File: src/rtl/mba_pkg.sv
// Package for the memory bank addressing block.
// Assumes a single 40 MHz core clock; shared by the top and its RAM.
package mba_pkg;
    localparam int PC_W = 13;
    localparam int PWORD_W = 14;
    localparam int FADDR_W = 9;
    localparam int DADDR_W = 7;
    localparam int DATA_W = 8;
    localparam logic [PC_W-1:0] RESET_VEC = 13'h0000;
    localparam logic [PC_W-1:0] INT_VEC = 13'h0004;
    localparam int STATUS_RP0_POS = 5;
    localparam int STATUS_RP1_POS = 6;
    localparam logic [DATA_W-1:0] STATUS_RST = 8'h18;
    localparam logic [DATA_W-1:0] PTR_RST = 8'h00;
    localparam logic [DADDR_W-1:0] SFR_LIMIT = 7'h20;
    localparam logic [DADDR_W-1:0] IND_ADDR = 7'h00;
    localparam logic [DADDR_W-1:0] STATUS_ADDR = 7'h03;
    localparam logic [DADDR_W-1:0] PTR_ADDR = 7'h04;
    localparam logic [DADDR_W-1:0] COMMON_BASE = 7'h70;
    localparam int GPR_DEPTH = 512;

    typedef enum logic [1:0] {
        MBA_BANK0,
        MBA_BANK1,
        MBA_BANK2,
        MBA_BANK3
    } mba_bank_t;

    typedef struct packed {
        logic valid;
        logic write;
        logic indirect;
        logic [DADDR_W-1:0] addr;
        logic [DATA_W-1:0] wdata;
    } mba_dreq_t;

    typedef struct packed {
        logic valid;
        logic is_sfr;
        logic [FADDR_W-1:0] faddr;
        logic [DATA_W-1:0] rdata;
    } mba_dresp_t;

    typedef struct packed {
        logic valid;
        logic [PC_W-1:0] addr;
        logic [PWORD_W-1:0] word;
    } mba_fetch_t;
endpackage

File: src/rtl/mba_gpr_ram.sv
// Static RAM holding the general purpose registers.
// Assumes one clock; read data is registered, one cycle after the address.
`timescale 1ns/10ps
`default_nettype none
module mba_gpr_ram
    import mba_pkg::*;
#(
    parameter int DEPTH = GPR_DEPTH,
    parameter int AW = FADDR_W,
    parameter int DW = DATA_W
) (
    // Clock
    input wire logic ref_clk_i,
    // Access
    input wire logic we_i,
    input wire logic [AW-1:0] addr_i,
    input wire logic [DW-1:0] wdata_i,
    output logic [DW-1:0] rdata_o
);
    logic [DW-1:0] mem [DEPTH];
    logic [DW-1:0] rdata_r;

    // No reset: RAM contents are undefined at power-up
    always_ff @(posedge ref_clk_i) begin
        if (we_i) begin
            mem[addr_i] <= wdata_i;
        end
        rdata_r <= mem[addr_i];
    end

    assign rdata_o = rdata_r;
endmodule
`default_nettype wire

File: src/rtl/mba_top.sv
// Program and data memory address organisation for an 8-bit core.
// Assumes the core supplies fetch, interrupt and data requests on ref_clk_i.
//
// Operation
// - Thirteen-bit program counter addresses up to 8K words of 14 bits.
// - Large variant implements 8K words, small variant 4K words.
// - Fetch beyond implemented size wraps onto implemented locations.
// - Fetch starts at address 0000h after reset.
// - Taking an interrupt redirects fetch to address 0004h.
// - Status bits 6 and 5 select bank 0 to 3.
// - Each bank spans 128 directly addressable bytes up to 7Fh.
// - Low bank addresses decode to SFRs, higher ones to RAM.
// - Every implemented bank holds SFRs in its low region.
// - Frequently used SFRs are reachable from several banks.
// - Fetch and data access use separate buses concurrently.
// - User code can read program memory as data.
// - Registers reachable directly or via the indirect pointer register.
`timescale 1ns/10ps
`default_nettype none
module mba_top
    import mba_pkg::*;
#(
    parameter int PROG_WORDS = 8192
) (
    // Clock and reset
    input wire logic ref_clk_i,
    input wire logic rst_i,
    // Instruction fetch side
    input wire logic fetch_adv_i,
    input wire logic jump_i,
    input wire logic [PC_W-1:0] jump_addr_i,
    input wire logic int_take_i,
    output logic [PC_W-1:0] pc_o,
    output mba_fetch_t fetch_o,
    // Program store
    output logic [PC_W-1:0] pmem_addr_o,
    input wire logic [PWORD_W-1:0] pmem_word_i,
    // Program memory read as data
    input wire logic pread_req_i,
    input wire logic [PC_W-1:0] pread_addr_i,
    output logic [PC_W-1:0] pread_addr_o,
    output logic pread_valid_o,
    output logic [PWORD_W-1:0] pread_word_o,
    // Data access side
    input wire mba_dreq_t dreq_i,
    output mba_dresp_t dresp_o,
    output logic [DATA_W-1:0] status_o,
    output logic [DATA_W-1:0] ptr_o,
    // External SFR bus
    output logic sfr_we_o,
    output logic [FADDR_W-1:0] sfr_addr_o,
    output logic [DATA_W-1:0] sfr_wdata_o,
    input wire logic [DATA_W-1:0] sfr_rdata_i
);
    localparam int IMPL_W = $clog2(PROG_WORDS);

    // Program counter
    logic [PC_W-1:0] pc_r;
    logic [PC_W-1:0] pc_nxt;
    logic fvalid_r;
    logic fvalid_nxt;
    logic [PC_W-1:0] faddr_r;
    logic [PC_W-1:0] faddr_nxt;
    logic fetch_take;
    logic pc_move;

    // Wrap to implemented size; high PC bits are kept but ignored
    function automatic logic [PC_W-1:0] wrap(input logic [PC_W-1:0] a);
        logic [PC_W-1:0] m;
        m = PC_W'((1 << IMPL_W) - 1);
        return a & m;
    endfunction

    always_comb begin
        fetch_take = fetch_adv_i && !jump_i && !int_take_i;
        pc_move = fetch_adv_i || jump_i || int_take_i;
        pc_nxt = pc_r;
        fvalid_nxt = 1'b0;
        faddr_nxt = faddr_r;
        if (int_take_i) begin
            pc_nxt = INT_VEC;
        end else if (jump_i) begin
            pc_nxt = jump_addr_i;
        end else if (fetch_adv_i) begin
            pc_nxt = pc_r + 13'h0001;
            fvalid_nxt = 1'b1;
            faddr_nxt = pc_r;
        end
    end

    always_ff @(posedge ref_clk_i or posedge rst_i) begin
        if (rst_i) begin
            pc_r <= RESET_VEC;
            fvalid_r <= 1'b0;
            faddr_r <= RESET_VEC;
        end else begin
            pc_r <= pc_nxt;
            fvalid_r <= fvalid_nxt;
            faddr_r <= faddr_nxt;
        end
    end

    // Program store address register; separate from the data path
    logic [PC_W-1:0] paddr_r;
    logic [PC_W-1:0] paddr_nxt;
    logic pread_pend_r;
    logic pread_pend_nxt;
    logic pread_valid_r;
    logic pread_valid_nxt;
    logic [PWORD_W-1:0] pread_word_r;
    logic [PWORD_W-1:0] pread_word_nxt;
    logic [PC_W-1:0] pread_addr_r;
    logic [PC_W-1:0] pread_addr_nxt;
    logic [PWORD_W-1:0] fword_r;
    logic [PWORD_W-1:0] fword_nxt;
    logic [PWORD_W-1:0] cur_word;
    logic [PWORD_W-1:0] fout_r;
    logic [PWORD_W-1:0] fout_nxt;

    // Program read borrows the store port only while the PC stands still,
    // so the held word below always belongs to pc_r
    always_comb begin
        paddr_nxt = wrap(pc_nxt);
        pread_pend_nxt = 1'b0;
        pread_addr_nxt = pread_addr_r;
        if (pread_req_i && !pc_move) begin
            paddr_nxt = wrap(pread_addr_i);
            pread_pend_nxt = 1'b1;
            pread_addr_nxt = wrap(pread_addr_i);
        end
        pread_valid_nxt = pread_pend_r;
        pread_word_nxt = pread_pend_r ? pmem_word_i : pread_word_r;
        cur_word = pread_pend_r ? fword_r : pmem_word_i;
        fword_nxt = cur_word;
    end

    always_ff @(posedge ref_clk_i or posedge rst_i) begin
        if (rst_i) begin
            paddr_r <= RESET_VEC;
            pread_pend_r <= 1'b0;
            pread_valid_r <= 1'b0;
            pread_word_r <= '0;
            pread_addr_r <= '0;
            fword_r <= '0;
        end else begin
            paddr_r <= paddr_nxt;
            pread_pend_r <= pread_pend_nxt;
            pread_valid_r <= pread_valid_nxt;
            pread_word_r <= pread_word_nxt;
            pread_addr_r <= pread_addr_nxt;
            fword_r <= fword_nxt;
        end
    end

    // Fetch word captured when the fetch is taken; output stays a flop
    always_comb begin
        fout_nxt = fout_r;
        if (fetch_take) begin
            fout_nxt = cur_word;
        end
    end

    always_ff @(posedge ref_clk_i or posedge rst_i) begin
        if (rst_i) begin
            fout_r <= '0;
        end else begin
            fout_r <= fout_nxt;
        end
    end

    // Data side: status and pointer registers are mirrored in every bank
    logic [DATA_W-1:0] status_r;
    logic [DATA_W-1:0] status_nxt;
    logic [DATA_W-1:0] ptr_r;
    logic [DATA_W-1:0] ptr_nxt;
    mba_bank_t bank;
    logic [FADDR_W-1:0] faddr;
    logic [DADDR_W-1:0] off;
    logic is_sfr;
    logic is_status;
    logic is_ptr;
    logic is_ind;
    logic ram_we;
    logic [FADDR_W-1:0] ram_addr;
    logic [DATA_W-1:0] ram_rdata;

    always_comb begin
        bank = mba_bank_t'({status_r[STATUS_RP1_POS], status_r[STATUS_RP0_POS]});
        is_ind = dreq_i.indirect || (dreq_i.addr == IND_ADDR);
        if (is_ind) begin
            // Pointer supplies low 8 bits; IRP bit not modelled, bank bit 1 used
            faddr = {status_r[STATUS_RP1_POS], ptr_r};
        end else begin
            faddr = {bank, dreq_i.addr};
        end
        off = faddr[DADDR_W-1:0];
        is_sfr = (off < SFR_LIMIT);
        // Shared top block maps to bank 0 copy
        ram_addr = (off >= COMMON_BASE) ? {2'b00, off} : faddr;
        is_status = (off == STATUS_ADDR);
        is_ptr = (off == PTR_ADDR);
        ram_we = dreq_i.valid && dreq_i.write && !is_sfr;
    end

    always_comb begin
        status_nxt = status_r;
        ptr_nxt = ptr_r;
        if (dreq_i.valid && dreq_i.write && is_status) begin
            status_nxt = dreq_i.wdata;
        end
        if (dreq_i.valid && dreq_i.write && is_ptr) begin
            ptr_nxt = dreq_i.wdata;
        end
    end

    always_ff @(posedge ref_clk_i or posedge rst_i) begin
        if (rst_i) begin
            status_r <= STATUS_RST;
            ptr_r <= PTR_RST;
        end else begin
            status_r <= status_nxt;
            ptr_r <= ptr_nxt;
        end
    end

    mba_gpr_ram #(
        .DEPTH(GPR_DEPTH),
        .AW(FADDR_W),
        .DW(DATA_W)
    ) u_ram (
        .ref_clk_i(ref_clk_i),
        .we_i(ram_we),
        .addr_i(ram_addr),
        .wdata_i(dreq_i.wdata),
        .rdata_o(ram_rdata)
    );

    // Response pipeline, one cycle behind the request
    logic rvalid_r;
    logic rvalid_nxt;
    logic rsfr_r;
    logic rsfr_nxt;
    logic [1:0] rsel_r;
    logic [1:0] rsel_nxt;
    logic [FADDR_W-1:0] rfaddr_r;
    logic [FADDR_W-1:0] rfaddr_nxt;
    logic sfr_we_r;
    logic sfr_we_nxt;
    logic [FADDR_W-1:0] sfr_addr_r;
    logic [FADDR_W-1:0] sfr_addr_nxt;
    logic [DATA_W-1:0] sfr_wdata_r;
    logic [DATA_W-1:0] sfr_wdata_nxt;
    logic [DATA_W-1:0] rdata;

    always_comb begin
        rvalid_nxt = dreq_i.valid && !dreq_i.write;
        rsfr_nxt = is_sfr;
        rsel_nxt = is_status ? 2'h1 : (is_ptr ? 2'h2 : 2'h0);
        rfaddr_nxt = dreq_i.valid ? faddr : rfaddr_r;
        // Separate from program bus, so data runs every cycle
        sfr_we_nxt = dreq_i.valid && dreq_i.write && is_sfr && !is_status && !is_ptr;
        sfr_addr_nxt = dreq_i.valid ? faddr : sfr_addr_r;
        sfr_wdata_nxt = dreq_i.wdata;
        case (rsel_r)
            2'h1: rdata = status_r;
            2'h2: rdata = ptr_r;
            default: rdata = rsfr_r ? sfr_rdata_i : ram_rdata;
        endcase
    end

    always_ff @(posedge ref_clk_i or posedge rst_i) begin
        if (rst_i) begin
            rvalid_r <= 1'b0;
            rsfr_r <= 1'b0;
            rsel_r <= 2'h0;
            rfaddr_r <= '0;
            sfr_we_r <= 1'b0;
            sfr_addr_r <= '0;
            sfr_wdata_r <= '0;
        end else begin
            rvalid_r <= rvalid_nxt;
            rsfr_r <= rsfr_nxt;
            rsel_r <= rsel_nxt;
            rfaddr_r <= rfaddr_nxt;
            sfr_we_r <= sfr_we_nxt;
            sfr_addr_r <= sfr_addr_nxt;
            sfr_wdata_r <= sfr_wdata_nxt;
        end
    end

    // Read data muxed after the register: SFR reads depend on the outside
    assign pc_o = pc_r;
    assign pmem_addr_o = paddr_r;
    assign fetch_o = '{valid: fvalid_r, addr: faddr_r, word: fout_r};
    assign pread_addr_o = pread_addr_r;
    assign pread_valid_o = pread_valid_r;
    assign pread_word_o = pread_word_r;
    assign dresp_o = '{valid: rvalid_r, is_sfr: rsfr_r, faddr: rfaddr_r, rdata: rdata};
    assign status_o = status_r;
    assign ptr_o = ptr_r;
    assign sfr_we_o = sfr_we_r;
    assign sfr_addr_o = sfr_addr_r;
    assign sfr_wdata_o = sfr_wdata_r;
endmodule
`default_nettype wire

File: config.mk
export PLATFORM = sky130hd
export DESIGN_NAME = mba_top
export DESIGN_NICKNAME = d
export VERILOG_FILES = /design/src/rtl/mba_pkg.sv /design/src/rtl/mba_gpr_ram.sv /design/src/rtl/mba_top.sv
export SDC_FILE = /design/constraint.sdc
export NUM_CORES = 2
export LEC_CHECK = 0
export BUFFER_PORTS_ARGS = -buffer_cell sky130_fd_sc_hd__buf_2
export CAP_MARGIN = 15
export CORE_MARGIN = 4
export CORE_UTILIZATION = 30
export CTS_CLUSTER_DIAMETER = 120
export DETAILED_ROUTE_END_ITERATION = 6
export PLACE_DENSITY_LB_ADDON = 0.15
export REMOVE_ABC_BUFFERS = 1
export SLEW_MARGIN = 0
export SYNTH_ARGS = -nofsm -noshare
export SYNTH_HDL_FRONTEND = slang
export SYNTH_SLANG_ARGS = --single-unit
File: constraint.sdc
create_clock -name ref_clk_i -period 4.35 [get_ports ref_clk_i]
set_input_delay 0.435 -clock ref_clk_i [delete_from_list [all_inputs] [get_ports ref_clk_i]]
set_output_delay 0.435 -clock ref_clk_i [all_outputs]
set_load 0.01 [all_outputs]
Yosys cells after proc, flatten, opt, wreduce, memory -nomap -nowiden. Memories as Yosys holds them, arrays and structs flattened. A register that Yosys moved wholly into a read port is not among the register bits. Cells that the tools add are included. Widths: inputs -> output; s select.

Add/sub/neg operators: 1. Multipliers: 0. Divide/modulo/power cells: 0. Magnitude comparators: 2. Equality and inequality tests: 4. Shift-type cells: 0. Mux-type cells: 17. Bitwise gates (word level): 2. Reductions and logical operators: 23.

Operators with widths (number): $mux 13 (4); $mux 8 (2); $pmux 8 s2 (1); $mux 14 (1); $add 13x1->13 const B (1); $logic_and 1x1->1 (11); $mux 9 (1); $eq 7x2->1 const B (1); $eq 7x3->1 const B (1); $ge 7x7->1 const B (1); $logic_not 1->1 (7); $logic_not 7->1 (1); $lt 7x6->1 const B (1); $mux 1 (6); $mux 2 (2); $logic_or 1x1->1 (3); $reduce_and 3->1 (1); $eq 2x1->1 const B (1); $eq 2x2->1 const B (1); $not 1->1 (2).

Register bits: 135. Bits in latches: 0. RAM bits: 4096. ROM bits: 0. Bits of input ports: 72. Output and inout bits: 135. Word-level logic and storage cells: 68. Memories kept: 1.

Memory list: u_ram.mem (depth 512, bits a word 8, rd ports 1, clocked after memory_dff 1, write ports 1, line mba_gpr_ram.sv:20) `logic [DW-1:0] mem [DEPTH];`.

Logic depth before layout (Yosys ltp).
Word-level depth: 8. Mapped depth: 17. Mapped depth without buffers: 10.

Hierarchy. A second synthesis with hierarchy kept.

Cell total of the unflattened synthesis: 8032. Area, all modules: 164104.9 µm².

By module, submodules not included: mba_gpr_ram (times used 1, cells an instance 7575, area an instance 158359.4 µm², seq. area each 123158.1 µm²); mba_top (times used 1, cells an instance 457, area an instance 5745.5 µm², seq. area each 3380.7 µm²).

Worst setup path before layout. No wires, ideal clock.

Path type: in2reg. Start point: in dreq_i[8] (netlist name). End point: reg u_ram.rdata_r[7], in the netlist u_ram.rdata_o[7] (read register of u_ram.mem). Library setup time: 0.138 ns. Arrival time: 3.331 ns. Required time: 4.212 ns. Slack: 0.881 ns. Cell stages on the path: 13. Path buffers: 4. Cell sequence: clkbuf_1 -> mux2_2 -> a31oi_2 -> buf_6 -> buf_6 -> clkbuf_1 -> mux4_2 -> o221ai_1 -> o2111ai_1 -> a21oi_1 -> nand4_1 -> a2111oi_2 -> nand4_1.

Word-level cells in the longest chain between the ends: 5.

Ends and longest elaborated chain: from (decl) (line mba_top.sv:45) `input wire mba_dreq_t dreq_i,`; $logic_not 7->1 (line mba_top.sv:189) `is_ind = dreq_i.indirect || (dreq_i.addr == IND_ADDR);`; $logic_or 1x1->1 (line mba_top.sv:189); $mux 8 (*) (line mba_top.sv:190) `if (is_ind) begin`; $ge 7x7->1 (line mba_top.sv:199) `ram_addr = (off >= COMMON_BASE) ? {2'b00, off} : faddr;`; $mux 9 (*) (line mba_top.sv:199); to (decl) (line mba_gpr_ram.sv:21) `logic [DW-1:0] rdata_r;`.

Mark *: on every way between the ends. The rest lies on a longest branch, timed or not. A chain may end at the register's enable or synchronous reset.

Final worst setup path.
Start point: reg ptr_r[2], in the netlist ptr_o[2]. End point: reg u_ram.rdata_r[6], in the netlist u_ram.rdata_o[6] (read register of u_ram.mem).

Word-level cells in the longest chain between the ends: 3.

Ends and longest elaborated chain: from (decl) (line mba_top.sv:174) `logic [DATA_W-1:0] ptr_r;`; from (signal assigned) (line mba_top.sv:222) `ptr_r <= ptr_nxt;`; $mux 8 (*) (line mba_top.sv:190); $ge 7x7->1 (line mba_top.sv:199); $mux 9 (*) (line mba_top.sv:199).

Marked as above.

==> metrics.csv <==
metric,value,unit
status,"finished, final reports clean",
final_nets,16785,
finalNonFillerCells,25200,
grt_pass1_wl,956000,µm
postSynthCellCount,14085,
cts_buffer_depth,4,
synthArstFlopShare,3.18,%
cts_buffers,466,
maxSlewViolCount,0,
initial_utilization,30.1,%
setup_ws,13.1,ps
required,5260,ps
core,612000,µm²
peakVddDrop,364,µV
antenna_found_initial,65,
pre_cts_slack,-1070,ps
place.gp.congestion,0.842,
rr_worst_depth,16,
critPathArrivalTime,5250,ps
num_vias,130913,
htree_num_levels,5,
fin_worst_skew,86.0,ps
reg2reg_from,ptr_o[2],
wl_per_cell,26.8,µm
critical_path.max_stage_delay,600,ps
portBuffers,206,
grt_pass1_vias,126927,
synth_edf_count,4096,
end_kind,register,
synth.distinct_cells,85,
timing_hold_violations_final,0,
die_x,792,µm
cp_max_fo,13,
clk_pin_slew,60,ps
dp_hpwl,437000,µm
synth_ff_type,edfxtp_1,
drtPass1Iterations,6,
power_density,484,nW/µm²
seqCellArea,127000,µm²
crit_type,reg -> reg,
place_inst,24243,
worst_pin_slew,1320,ps
r2r-end,u_ram.rdata_o[6],
area_delta_synth_final,24.4,%
final_layout_size_suffix_gt1_share,18.1,%
min-delay-start,pread_req_i,
drc,0,
finalCriticalPeriod,4340,ps
worstHoldEndpoint,pread_addr_o[3],
cts.sinks,4239,
start_kind,register,
fill_cells,59036,
dieArea,627000,µm²
multi_input_area,58700,µm²
clock_latency,1040,ps
slew_headroom,9.47,%
io_pins,207,
setup_viol,0,
fmaxAchievable,231,MHz
final_antenna_net_count,0,
grt-ovfl-total,0,
core.rowCount,287,
seq_area_frac_synth,68.7,%
viasPerCell,5.19,
hold_path_depth,4,
syn_area_per_cell,13.1,µm²
crit_family,compound AO/OA/AOI/OAI gates,
timing.final.crit_share,99.7,%
clock-root-buffer,clkbuf_16,
die_h,792,µm
drt_iter0_drc,12780,
tns,0,ps
ys_ff_latch,4239,
grt_max_degree,159,
rsz0062_at_grt,true,
cts_tree,built,
drt_wl_total,675000,µm
maxCapViolCount,0,
cp_slowest_cell,a2111oi_0,
p_leak,80.7,nW
ys_warn_count,0,
crit_chain,mux2_2 -> a31o_2 -> nor3_4 -> buf_12 -> buf_12 -> buf_12 -> buf_4 -> a31oi_1 -> nand3_1 -> a31oi_1 -> buf_4 -> a2111oi_0 -> nand4_1 -> a21oi_2 -> buf_4 -> nand4_1,
synthesis.area,184000,µm²
cp_num_buf_inv,6,
rrSetupSlack,10,ps
min_path_type,in -> reg,
grt_usage,20.8,%
-- routing by layer --
| metal | up-vias | GRT usage (%) | share of wire (%) |
|---|---|---|---|
| met5 | - | 0 | 0.010 |
| met4 | 10 | 5.79 | 3.0 |
| met3 | 852 | 3.28 | 6.7 |
| met2 | 4534 | 33.7 | 46 |
| met1 | 67272 | 29.1 | 44 |
| li1 | 58245 | - | - |
-- worst max path at each step --
stage	from	depth (start not counted)	slack, ps	to
after floorplan	ptr_o[1]	9	-106350	u_ram.rdata_o[0]
after global placement	dreq_i[11]	19	-1300	u_ram.rdata_o[1]
after detailed placement	dreq_i[11]	19	-1070	u_ram.rdata_o[5]
after CTS	ptr_o[0]	14	-60	u_ram.rdata_o[6]
after global routing	ptr_o[0]	13	-40	u_ram.rdata_o[7]
final	ptr_o[2]	16	10	u_ram.rdata_o[6]
-- cells in the mapped netlist, types with 202 or more instances --
library cell  count  area (µm²)
a21oi_1         555        2780
a31oi_1         635        3970
buf_1           220         826
buf_2           239        1200
clkbuf_1        707        2650
edfxtp_1       4096      123000
mux2i_1         361        3610
mux4_2          323        7270
nand2_1        2510        9420
nand3_1         804        4020
nand4_1         202        1260
nor2_1          764        2870
o21ai_0         601        3010
o221ai_1        212        1860
-- power breakdown --
group	switching, mW	internal [mW]
combinational	15.4	9.25
clock	16.9	22.4
sequential	0.746	46.2
-- timing repair --
item,CTS,global route
hold buffers,81,0
hold endpoints to repair,582,0
gates resized for setup,38,30
gates cloned,1,0
pin swaps,2,9
buffers inserted,5,3
setup endpoints to repair,8,8
-- stage by stage --
stage                     power [mW]  hold WS (ps)  cell area (µm²)  utilization (%)
after floorplan                 60.6           466           185000                -
after global placement          72.2           456           213000             34.8
after detailed placement        72.2           460           213000             34.8
after CTS                        112          10.2           229000             37.4
after global routing             115           114           229000             37.5
final                            111           134           229000             37.5
-- state kept, by name (all words and copies together) (netlist names), 2 cells and up --
register	count
u_ram.mem	4096
fout_r	14
fword_r	14
pread_word_o	14
faddr_r	13
pc_o	13
pmem_addr_o	13
pread_addr_o	13
sfr_addr_o	9
ptr_o	8
sfr_wdata_o	8
status_o	8
u_ram.rdata_o	8
rsel_r	2
-- worst min-delay path, cell delays in order --
cell and delay [ps]:
buf_2 90, or4b_2 450, nand2_1 100, nand2_1 60
-- logic make-up (layout without fill, tap and decap cells) --
family	Yosys count	in the layout	share of synthesized area, %
multiplexers	785	785	6.53
adder cells (fa/ha/maj)	3	3	0.0204
other	1	1421	0.00203
buffers and inverters	1241	2844	2.78
XOR/XNOR	10	10	0.0475
flip-flops	4239	4239	68.7
AND/OR/NAND/NOR	4834	4834	11.4
AO/OA/AOI/OAI	2972	2972	10.6
-- layout by cell type (no fill, tap or decap), types with 44 or more instances in the layout --
cell type / instances
nor2b_1: 56
a32oi_1: 88
and3_1: 104
nand2_1: 2487
clkinv_1: 104
o21ai_0: 599
conb_1: 1408
clkinv_2: 84
dfrtp_1: 132
a211oi_1: 75
mux2_2: 101
nand3_1: 799
and2_1: 91
mux4_2: 323
or3_1: 122
clkbuf_1: 95
nor3_1: 75
a31oi_1: 625
buf_2: 198
a21oi_1: 551
buf_4: 1320
o211ai_1: 163
clkbuf_16: 478
edfxtp_1: 4096
a22oi_1: 44
dlygate4sd3_1: 81
a2bb2oi_1: 71
nor2_1: 751
nand4_1: 202
a221oi_1: 78
mux2i_1: 359
o221ai_1: 212
o22ai_1: 149
buf_12: 332
-- cell type report --
cell class / count / area share (%)
tap: 8092 / 4.42
antenna: 13 / 0.0142
clock buffer: 582 / 5.43
clock inverter: 271 / 1.10
sequential: 4239 / 55.2
timing repair buffer: 1952 / 8.17
multi-input combinational: 10012 / 25.6
inverter: 39 / 0.0726
(Power assumes the default switching activity.)
